--- src/include/adc_ctrl_pkg.sv ---
// Purpose: shared constants of the converter control port
// Assumes: 16-bit control frames, 20 MHz core clock
// Notes: register offsets are 7-bit addresses carried in frame bits 14:8
`default_nettype none
package adc_ctrl_pkg;
    // =====================================================
    // frame layout
    localparam logic [4:0] FRAME_LAST = 5'h10;
    localparam logic [4:0] CNT_SAT = 5'h1f;
    localparam int RW_BIT = 15;
    localparam logic [15:0] ERR_RESP = 16'h0e00;
    // =====================================================
    // register offsets
    localparam logic [6:0] A_STANDBY = 7'h00;
    localparam logic [6:0] A_PROF_A = 7'h01;
    localparam logic [6:0] A_PROF_B = 7'h02;
    localparam logic [6:0] A_PROF_SEL = 7'h03;
    localparam logic [6:0] A_POWER = 7'h04;
    localparam logic [6:0] A_SYNC = 7'h06;
    localparam logic [6:0] A_IFACE = 7'h07;
    localparam logic [6:0] A_STATUS = 7'h09;
    // =====================================================
    // reset values and fields
    localparam logic [7:0] STANDBY_RST = 8'h00;
    localparam logic [7:0] PROF_RST = 8'h0d; // sinc5, x1024
    localparam logic [7:0] SEL_RST = 8'h00;
    localparam logic [7:0] POWER_RST = 8'h00; // low power, mclk/32
    localparam logic [7:0] IFACE_RST = 8'h13; // header on, crc off, data_clock_out /8
    localparam logic SYNC_RST = 1'b1;
    localparam logic [6:0] PIN_RST = 7'h02; // chip select idles high
    localparam int SYNC_BIT = 7;
    localparam logic [2:0] DEC_MAX = 3'h5;
    localparam logic [10:0] DEC_BASE = 11'h020;
    localparam logic [1:0] SRST_FIRST = 2'h3;
    localparam logic [1:0] SRST_SECOND = 2'h2;
    localparam int REPEAT_BIT = 0;
    // =====================================================
    // timing
    localparam int CLK_NS = 50;
    localparam int STARTUP_NS = 100000;
    localparam int BOOT_CYC = (STARTUP_NS + CLK_NS - 1) / CLK_NS;
    localparam logic [11:0] BOOT_CNT = 12'(BOOT_CYC);
endpackage
`default_nettype wire

--- src/hdl/adc_ctrl_port.sv ---
// Purpose: control port, channel standby and profile data path of the converter
// Assumes: host clocks the control port far slower than CORE_CLK
// Notes: profile settings take effect only at a sync event or a software reset
// Functional notes
// - standby pins idle channel banks per table
// - idle channel keeps slot, zero header/result
// - channel 0 idle disables common-mode output
// - channel 4 idle disables crystal drive
// - mode 0: sample rising, shift falling
// - register control only with select high
// - 16-bit frame, bit15 read, bits14:8 address
// - answer appears in the following frame
// - write answer: zero byte then data
// - illegal command answers 0x0e00
// - accesses ignored during start-up time
// - power and interface defaults after reset
// - profiles sinc5 x1024, selection 0x00
// - all channels enabled after reset
// - sync bit 0 then 1 pulses sync
// - standby register at 0x00 per channel
// - set standby bit idles that channel
// - two profiles, per-channel select register
// - profile bit3 filter, bits2:0 decimation
// - ready at fastest rate, stale flagged
// - all channels profile B: no data
// - two commands trigger full software reset
// - first answer after soft reset 0x0e00
`default_nettype none
module adc_ctrl_port (
    input wire logic CORE_CLK,
    input wire logic RESETN,
    input wire logic CLK_EN,
    input wire logic SPI_SELECT_PIN,
    input wire logic BANK_LOW_STANDBY_PIN,
    input wire logic BANK_HIGH_STANDBY_PIN,
    input wire logic SPI_SCLK,
    input wire logic SPI_CS_N,
    input wire logic SPI_SDI,
    input wire logic SYNC_IN_PIN,
    input wire logic MOD_TICK,
    input wire logic [63:0] RAW_HEADER,
    input wire logic [127:0] RAW_RESULT,
    output logic SPI_SDO,
    output logic SPI_SDO_OE,
    output logic SYNC_OUT,
    output logic [7:0] CHANNEL_ENABLE,
    output logic COMMON_MODE_VOLTAGE_OUT,
    output logic CRYSTAL_EXCITE_EN,
    output logic [7:0] POWER_CFG,
    output logic [7:0] IFACE_CFG,
    output logic DATA_READY_STROBE,
    output logic [63:0] OUT_HEADER,
    output logic [127:0] OUT_RESULT
);
    import adc_ctrl_pkg::*;

    // last sample of a clamped decimation code, ratio minus one
    function automatic logic [9:0] dec_last(input logic [2:0] code);
        logic [2:0] c;
        logic [10:0] r;
        c = (code > DEC_MAX) ? DEC_MAX : code;
        r = DEC_BASE << c;
        return 10'(r - 11'h001);
    endfunction

    // =====================================================
    // input synchronisers
    logic [6:0] meta_ff;
    logic [6:0] pin_ff;
    logic [2:0] last_ff;

    // two flops per pin; edges compare the second stage with a third flop
    always_ff @(posedge CORE_CLK) begin
        if (!RESETN) begin
            meta_ff <= PIN_RST;
            pin_ff <= PIN_RST;
            last_ff <= 3'h2;
        end else if (CLK_EN) begin
            meta_ff <= {SPI_SELECT_PIN, BANK_HIGH_STANDBY_PIN, BANK_LOW_STANDBY_PIN,
                        SYNC_IN_PIN, SPI_SDI, SPI_CS_N, SPI_SCLK};
            pin_ff <= meta_ff;
            last_ff <= {pin_ff[3], pin_ff[1], pin_ff[0]};
        end
    end

    logic sclk_rise;
    logic sclk_fall;
    logic cs_low;
    logic cs_fall;
    logic cs_rise;
    logic syncin_rise;
    logic spi_mode;

    // edge decode on the synchronised copies
    assign sclk_rise = pin_ff[0] & ~last_ff[0];
    assign sclk_fall = ~pin_ff[0] & last_ff[0];
    assign cs_low = ~pin_ff[1];
    assign cs_fall = ~pin_ff[1] & last_ff[1];
    assign cs_rise = pin_ff[1] & ~last_ff[1];
    assign syncin_rise = pin_ff[3] & ~last_ff[2];
    assign spi_mode = pin_ff[6];

    // =====================================================
    // control port and register file
    logic [15:0] shift_ff, nxt_shift;
    logic [15:0] tx_ff, nxt_tx;
    logic [15:0] resp_ff, nxt_resp;
    logic [4:0] bit_cnt_ff, nxt_bit_cnt;
    logic [11:0] boot_ff, nxt_boot;
    logic [7:0] standby_ff, nxt_standby;
    logic [7:0] prof_a_ff, nxt_prof_a;
    logic [7:0] prof_b_ff, nxt_prof_b;
    logic [7:0] sel_ff, nxt_sel;
    logic [7:0] power_ff, nxt_power;
    logic [7:0] iface_ff, nxt_iface;
    logic sync_bit_ff, nxt_sync_bit;
    logic armed_ff, nxt_armed;
    logic pending_ff, nxt_pending;
    logic [7:0] act_a_ff, nxt_act_a;
    logic [7:0] act_b_ff, nxt_act_b;
    logic [7:0] act_sel_ff, nxt_act_sel;
    logic [7:0] en_ff, nxt_en;
    logic exec;
    logic illegal;
    logic sync_evt;
    logic srst;

    // frame shifting, command execution and sync application
    always_comb begin
        logic rd;
        logic bad;
        logic ro;
        logic spi_sync;
        logic cfg_wr;
        logic [6:0] addr;
        logic [7:0] wd;
        logic [7:0] rdata;
        rdata = 8'h00;
        rd = shift_ff[RW_BIT];
        addr = shift_ff[14:8];
        wd = shift_ff[7:0];
        bad = 1'b0;
        ro = 1'b0;
        spi_sync = 1'b0;
        cfg_wr = 1'b0;
        srst = 1'b0;
        nxt_shift = shift_ff;
        nxt_tx = tx_ff;
        nxt_resp = resp_ff;
        nxt_bit_cnt = bit_cnt_ff;
        nxt_boot = boot_ff;
        nxt_standby = standby_ff;
        nxt_prof_a = prof_a_ff;
        nxt_prof_b = prof_b_ff;
        nxt_sel = sel_ff;
        nxt_power = power_ff;
        nxt_iface = iface_ff;
        nxt_sync_bit = sync_bit_ff;
        nxt_armed = armed_ff;
        nxt_pending = pending_ff;
        nxt_act_a = act_a_ff;
        nxt_act_b = act_b_ff;
        nxt_act_sel = act_sel_ff;
        unique case (addr)
            A_STANDBY: rdata = standby_ff;
            A_PROF_A: rdata = prof_a_ff;
            A_PROF_B: rdata = prof_b_ff;
            A_PROF_SEL: rdata = sel_ff;
            A_POWER: rdata = power_ff;
            A_SYNC: rdata = {sync_bit_ff, 7'h00};
            A_IFACE: rdata = iface_ff;
            A_STATUS: begin
                rdata = {7'h00, pending_ff};
                ro = 1'b1;
            end
            default: begin
                rdata = 8'h00;
                bad = 1'b1;
            end
        endcase
        illegal = bad | (ro & ~rd);
        // start-up window swallows whole frames
        exec = spi_mode && cs_rise && (bit_cnt_ff == FRAME_LAST) && (boot_ff == 12'h000);
        if (boot_ff != 12'h000) begin
            nxt_boot = boot_ff - 12'h001;
        end
        if (cs_fall) begin
            nxt_bit_cnt = 5'h00;
            nxt_tx = resp_ff;
        end else if (cs_low) begin
            if (sclk_rise) begin
                nxt_shift = {shift_ff[14:0], pin_ff[2]};
                if (bit_cnt_ff != CNT_SAT) begin
                    nxt_bit_cnt = bit_cnt_ff + 5'h01;
                end
            end
            if (sclk_fall) begin
                nxt_tx = {tx_ff[14:0], 1'b0};
            end
        end
        if (exec) begin
            nxt_armed = 1'b0;
            if (illegal) begin
                nxt_resp = ERR_RESP;
            end else if (rd) begin
                nxt_resp = {shift_ff[15:8], rdata};
            end else begin
                nxt_resp = {8'h00, wd};
                unique case (addr)
                    A_STANDBY: nxt_standby = wd;
                    A_PROF_A: nxt_prof_a = wd;
                    A_PROF_B: nxt_prof_b = wd;
                    A_PROF_SEL: nxt_sel = wd;
                    A_POWER: nxt_power = wd;
                    A_IFACE: nxt_iface = wd;
                    default: begin
                        nxt_sync_bit = wd[SYNC_BIT];
                        spi_sync = wd[SYNC_BIT] & ~sync_bit_ff;
                        nxt_armed = (wd[1:0] == SRST_FIRST);
                        srst = armed_ff && (wd[1:0] == SRST_SECOND);
                    end
                endcase
                cfg_wr = (addr == A_PROF_A) || (addr == A_PROF_B) || (addr == A_PROF_SEL);
            end
        end
        sync_evt = spi_sync | syncin_rise;
        // profiles reach the data path only at a sync or a software reset
        if (sync_evt) begin
            nxt_act_a = prof_a_ff;
            nxt_act_b = prof_b_ff;
            nxt_act_sel = sel_ff;
            nxt_pending = 1'b0;
        end
        if (cfg_wr) begin
            nxt_pending = 1'b1;
        end
        // software reset restores the register defaults and active profiles and restarts the quiet window
        if (srst) begin
            nxt_standby = STANDBY_RST;
            nxt_prof_a = PROF_RST;
            nxt_prof_b = PROF_RST;
            nxt_sel = SEL_RST;
            nxt_power = POWER_RST;
            nxt_iface = IFACE_RST;
            nxt_sync_bit = SYNC_RST;
            nxt_act_a = PROF_RST;
            nxt_act_b = PROF_RST;
            nxt_act_sel = SEL_RST;
            nxt_pending = 1'b0;
            nxt_resp = ERR_RESP;
            nxt_boot = BOOT_CNT;
        end
        // pins rule the banks outside register control
        nxt_en = ~(spi_mode ? standby_ff : {{4{pin_ff[5]}}, {4{pin_ff[4]}}});
    end

    // register stage of the control port
    always_ff @(posedge CORE_CLK) begin
        if (!RESETN) begin
            shift_ff <= 16'h0000;
            tx_ff <= 16'h0000;
            resp_ff <= 16'h0000;
            bit_cnt_ff <= 5'h00;
            boot_ff <= BOOT_CNT;
            standby_ff <= STANDBY_RST;
            prof_a_ff <= PROF_RST;
            prof_b_ff <= PROF_RST;
            sel_ff <= SEL_RST;
            power_ff <= POWER_RST;
            iface_ff <= IFACE_RST;
            sync_bit_ff <= SYNC_RST;
            armed_ff <= 1'b0;
            pending_ff <= 1'b0;
            act_a_ff <= PROF_RST;
            act_b_ff <= PROF_RST;
            act_sel_ff <= SEL_RST;
            en_ff <= 8'hff;
        end else if (CLK_EN) begin
            shift_ff <= nxt_shift;
            tx_ff <= nxt_tx;
            resp_ff <= nxt_resp;
            bit_cnt_ff <= nxt_bit_cnt;
            boot_ff <= nxt_boot;
            standby_ff <= nxt_standby;
            prof_a_ff <= nxt_prof_a;
            prof_b_ff <= nxt_prof_b;
            sel_ff <= nxt_sel;
            power_ff <= nxt_power;
            iface_ff <= nxt_iface;
            sync_bit_ff <= nxt_sync_bit;
            armed_ff <= nxt_armed;
            pending_ff <= nxt_pending;
            act_a_ff <= nxt_act_a;
            act_b_ff <= nxt_act_b;
            act_sel_ff <= nxt_act_sel;
            en_ff <= nxt_en;
        end
    end

    // =====================================================
    // profile rate counters and output slots
    logic [9:0] cnt_a_ff, nxt_cnt_a;
    logic [9:0] cnt_b_ff, nxt_cnt_b;
    logic data_ready_strobe_ff, nxt_data_ready_strobe;
    logic [63:0] hdr_ff, nxt_hdr;
    logic [127:0] res_ff, nxt_res;

    // ready follows the faster profile in use; profile a is the primary group
    always_comb begin
        logic [9:0] last_a;
        logic [9:0] last_b;
        logic wrap_a;
        logic wrap_b;
        logic used_a;
        logic used_b;
        logic fresh;
        fresh = 1'b0;
        last_a = dec_last(act_a_ff[2:0]);
        last_b = dec_last(act_b_ff[2:0]);
        wrap_a = MOD_TICK && (cnt_a_ff == last_a);
        wrap_b = MOD_TICK && (cnt_b_ff == last_b);
        used_a = |(~act_sel_ff);
        used_b = |act_sel_ff;
        nxt_cnt_a = cnt_a_ff;
        nxt_cnt_b = cnt_b_ff;
        if (sync_evt) begin
            nxt_cnt_a = 10'h000;
            nxt_cnt_b = 10'h000;
        end else if (MOD_TICK) begin
            nxt_cnt_a = wrap_a ? 10'h000 : cnt_a_ff + 10'h001;
            nxt_cnt_b = wrap_b ? 10'h000 : cnt_b_ff + 10'h001;
        end
        nxt_data_ready_strobe = !sync_evt && used_a &&
                   ((!used_b || last_a <= last_b) ? wrap_a : wrap_b);
        nxt_hdr = hdr_ff;
        nxt_res = res_ff;
        if (nxt_data_ready_strobe) begin
            for (int i = 0; i < 8; i++) begin
                fresh = act_sel_ff[i] ? wrap_b : wrap_a;
                if (!en_ff[i]) begin
                    nxt_hdr[i*8 +: 8] = 8'h00;
                    nxt_res[i*16 +: 16] = 16'h0000;
                end else if (fresh) begin
                    nxt_hdr[i*8 +: 8] = RAW_HEADER[i*8 +: 8];
                    nxt_res[i*16 +: 16] = RAW_RESULT[i*16 +: 16];
                end else begin
                    nxt_hdr[i*8 +: 8] = RAW_HEADER[i*8 +: 8] | (8'h01 << REPEAT_BIT);
                    nxt_res[i*16 +: 16] = 16'h0000;
                end
            end
        end
    end

    // register stage of the data path
    always_ff @(posedge CORE_CLK) begin
        if (!RESETN) begin
            cnt_a_ff <= 10'h000;
            cnt_b_ff <= 10'h000;
            data_ready_strobe_ff <= 1'b0;
            hdr_ff <= 64'h0;
            res_ff <= 128'h0;
        end else if (CLK_EN) begin
            cnt_a_ff <= nxt_cnt_a;
            cnt_b_ff <= nxt_cnt_b;
            data_ready_strobe_ff <= nxt_data_ready_strobe;
            hdr_ff <= nxt_hdr;
            res_ff <= nxt_res;
        end
    end

    // =====================================================
    // outputs
    assign SPI_SDO = tx_ff[15];
    assign SPI_SDO_OE = spi_mode & cs_low;
    assign SYNC_OUT = sync_bit_ff;
    assign CHANNEL_ENABLE = en_ff;
    assign COMMON_MODE_VOLTAGE_OUT = en_ff[0];
    assign CRYSTAL_EXCITE_EN = en_ff[4];
    assign POWER_CFG = power_ff;
    assign IFACE_CFG = iface_ff;
    assign DATA_READY_STROBE = data_ready_strobe_ff;
    assign OUT_HEADER = hdr_ff;
    assign OUT_RESULT = res_ff;
endmodule
`default_nettype wire

--- config.mk ---
export PLATFORM = sky130hd
export DESIGN_NAME = adc_ctrl_port
export DESIGN_NICKNAME = d
export VERILOG_FILES = /design/src/include/adc_ctrl_pkg.sv /design/src/hdl/adc_ctrl_port.sv
export SDC_FILE = /design/constraint.sdc
export NUM_CORES = 1
export LEC_CHECK = 0
export BUFFER_PORTS_ARGS = -buffer_cell sky130_fd_sc_hd__buf_2
export CORE_AREA = 2 2 219 221
export CTS_CLUSTER_SIZE = 12
export DETAILED_ROUTE_END_ITERATION = 10
export DIE_AREA = 0 0 221 223
export GPL_TIMING_DRIVEN = 1
export PLACE_DENSITY = 0.66
export SYNTH_ARGS = -nofsm -noshare
export SYNTH_HDL_FRONTEND = slang
export SYNTH_SLANG_ARGS = --single-unit
export TNS_END_PERCENT = 50
--- constraint.sdc ---
create_clock -name CORE_CLK -period 2.5 [get_ports CORE_CLK]
set_input_delay 0.5 -clock CORE_CLK [delete_from_list [all_inputs] [get_ports CORE_CLK]]
set_output_delay 0.5 -clock CORE_CLK [all_outputs]
set_load 0.005 [all_outputs]
==> impl_metrics.env <==
export IMPL_status="finished with violations"
export IMPL_violations="negative setup slack"
export IMPL_area_growth_pct=34.22
export IMPL_insertion_delay_ps=580
export IMPL_post_route_period_util=1.010
export IMPL_setup_viol=24
export IMPL_total_power_mw=12.81
export IMPL_startpoint="act_a_ff[1]"
export IMPL_pre_cts_ws_ps=-122.2
export IMPL_via_count=15290
export IMPL_ys_types=90
export IMPL_holdWs_ps=169.6
export IMPL_synth_async_sr_flop_share=0
export IMPL_dp_cells=2828
export IMPL_p_switching_mw=3.033
export IMPL_synth_area_um2=16270
export IMPL_grt_pass1_wl_mm=83.96
export IMPL_coreArea_um2=47150
export IMPL_grt_overflow_total=0
export IMPL_p_leak_nw=10.25
export IMPL_fmax_mhz=396.0
export IMPL_clockRootBuffer="clkbuf_16"
export IMPL_finalNonFillerCells=2939
export IMPL_cp_max_fo=7
export IMPL_ys_ff_latch=368
export IMPL_synth_nets=2003
export IMPL_p_per_area_nw_per_um2=586.3
export IMPL_cts_tree="built"
export IMPL_row_count=80
export IMPL_fillers=4504
export IMPL_nets=2496
export IMPL_drtIter0Drc=1126
export IMPL_cp_endpoint="OUT_RESULT[111]"
export IMPL_wirelength_mm=57.11
export IMPL_reg2reg_slack_ps=-30
export IMPL_hold_class="in -> reg"
export IMPL_synthesis_instances=1789
export IMPL_startpoint_type="flip-flop"
export IMPL_slew_limit_headroom=0.4820
export IMPL_synth_edff_count=0
export IMPL_globalplace_congestion=0.9419
export IMPL_antenna_found_initial=9
export IMPL_clkSlewWorstSetupHoldPaths_ps=60
export IMPL_cts_hold_buf=0
export IMPL_boundaryPins=425
export IMPL_die_h_um=223
export IMPL_via_per_inst=5.201
export IMPL_slew_viol_final=0
export IMPL_clock_sinks=368
export IMPL_final_antenna_net_count=0
export IMPL_grt_max_degree=134
export IMPL_dp_hpwl_mm=42.22
export IMPL_fp_dieW_um=221
export IMPL_power_frac_seq=0.464
export IMPL_avgRoutedWirePerCell_um=19.43
export IMPL_fin_setup_tns_ps=-239.9
export IMPL_crit_arrival_ps=2980
export IMPL_cellInternalPower_mw=9.774
export IMPL_critical_path_class="reg -> reg"
export IMPL_min_period_ps=2525
export IMPL_finalHoldViolCount=0
export IMPL_grtUsageTotal=0.2144
export IMPL_grt_setup_unrepaired="yes"
export IMPL_r2r_end="OUT_RESULT[111]"
export IMPL_start_util=0.3452
export IMPL_r2r_cells=11
export IMPL_firstDrtPassIters=5
export IMPL_required_ps=2950
export IMPL_h_tree_depth=2
export IMPL_grt_pass1_vias=14450
export IMPL_die_area_um2=49280
export IMPL_r2r_start="act_a_ff[1]"
export IMPL_avgSynthCellArea_um2=9.097
export IMPL_fin_skew_ps=33.49
export IMPL_yosysWarnings=0
export IMPL_io_buffers=424
export IMPL_combPwrFrac=0.050
export IMPL_clock_path_buffers=3
export IMPL_detail_route_drc_violations=0
export IMPL_hold_path_depth=3
export IMPL_critical_path_endpoint_type="flip-flop"
export IMPL_cts_buffers=44
export IMPL_worst_slew_pin_slew_ps=774.1
export IMPL_setup_ws_ps=-25.34
export IMPL_drive_above_1_share=0.3112
export IMPL_ys_seq_area_frac=0.4527
export IMPL_power_share_clock=0.486
export IMPL_p_sw_frac=0.2369
export IMPL_synth_flop_cell="dfxtp_1"
export IMPL_ir_drop_uv=545.4
export IMPL_drv_cap=0
metal layers:
metal  GRT usage  wire length, um
met2      0.3648            27660
met5           0               13
met4     0.07794             1840
met1      0.2690            24120
met3     0.04241             3470
power by group through the flow:
stage / clock [mW] / sequential (mW) / combinational, mW
after floorplan: 0 / 6.06 / 0.298
after global placement: 0 / 6.07 / 0.613
after detailed placement: 0 / 6.07 / 0.626
after CTS: 6.38 / 5.94 / 0.629
after global routing: 6.61 / 5.95 / 0.688
final: 6.23 / 5.94 / 0.635
stage by stage:
| step | area, um^2 | utilization |
|---|---|---|
| final | 21840 | 0.4633 |
| after global routing | 21840 | 0.4633 |
| after CTS | 21180 | 0.4493 |
| after detailed placement | 19730 | 0.4185 |
| after global placement | 19730 | 0.4185 |
| after floorplan | 16270 | - |
synthesized netlist by cell type (11+ instances only):
cell	count	area share
nand2_1	442	0.10
dfxtp_1	368	0.45
mux2i_1	245	0.15
nand3_1	106	0.033
nor2_1	98	0.023
clkbuf_1	72	0.017
a21oi_1	31	0.0095
o21ai_0	31	0.0095
inv_1	23	0.0053
buf_2	21	0.0065
buf_6	21	0.015
o22ai_1	21	0.0081
a22o_1	18	0.0097
a311oi_1	15	0.0081
and3_1	15	0.0058
nor2b_1	14	0.0054
a32o_1	11	0.0068
ha_1	11	0.0085
cell type report:
type / count / area (um^2) / area share
sequential: 368 / 7375 / 0.3376
clock buffer: 62 / 1239 / 0.05671
multi-input combinational: 1264 / 8240 / 0.3772
antenna: 7 / 17.52 / 0.0008019
tap: 615 / 769.5 / 0.03523
timing repair buffer: 579 / 3939 / 0.1803
clock inverter: 19 / 170.2 / 0.007790
inverter: 25 / 93.84 / 0.004296
critical path, cell delays in order (launching register included):
cell and delay, ps:
dfxtp_4 360, or3_4 370, ha_1 200, a21o_1 180, a221oi_4 270, nor2_2 60, nor3_2 230, o21ai_4 90
buf_12 160, clkbuf_16 190, buf_16 150, mux2i_2 150
how the worst min path moves through the flow:
stage,from,endpoint
floorplan,resp_ff[15],resp_ff[15]
global placement,OUT_RESULT[0],OUT_RESULT[0]
detailed placement,OUT_RESULT[103],OUT_RESULT[103]
CTS,RAW_RESULT[91],OUT_RESULT[91]
global route,RAW_RESULT[54],OUT_RESULT[54]
finish,RAW_RESULT[78],OUT_RESULT[78]
logic make-up (layout without fill, tap and decap cells):
group,count (synthesis),after routing,share of synthesized area
simple gates,757,757,0.2057
flops,368,368,0.4527
mux,253,253,0.1604
compound gates,230,230,0.1166
buf+inv,157,685,0.04928
xor+xnor,13,13,0.006996
fa+ha+maj,11,11,0.008457
other cells,0,7,0
registers in the layout, indices dropped and copies added, names as in the netlist, 10 cells and up:
name        count
OUT_RESULT    128
OUT_HEADER     64
resp_ff        16
shift_ff       16
tx_ff          16
boot_ff        12
cnt_a_ff       10
cnt_b_ff       10
cells in the final DEF, fill, tap and decap left out, types with 11 or more instances in the layout:
master,count
a22o_1,18
a311oi_1,15
o21ai_0,30
nand2_1,442
clkbuf_16,56
nor2_1,97
dfxtp_1,364
o22ai_1,21
inv_1,23
mux2i_1,243
nand3_1,106
nor2b_1,14
and3_1,14
a21oi_1,30
buf_4,102
clkbuf_1,11
buf_2,423
buf_12,20
what timing repair did:
action / 4_1_cts / 5_1_grt
pin swaps: 0 / 10
resized for setup: 9 / 51
endpoints found under the hold margin: 0 / 0
endpoints found under the setup margin: 198 / 217
gates cloned: 0 / 16
setup buffers: 1 / 6
Note: power is estimated with default switching activity, not from simulation.
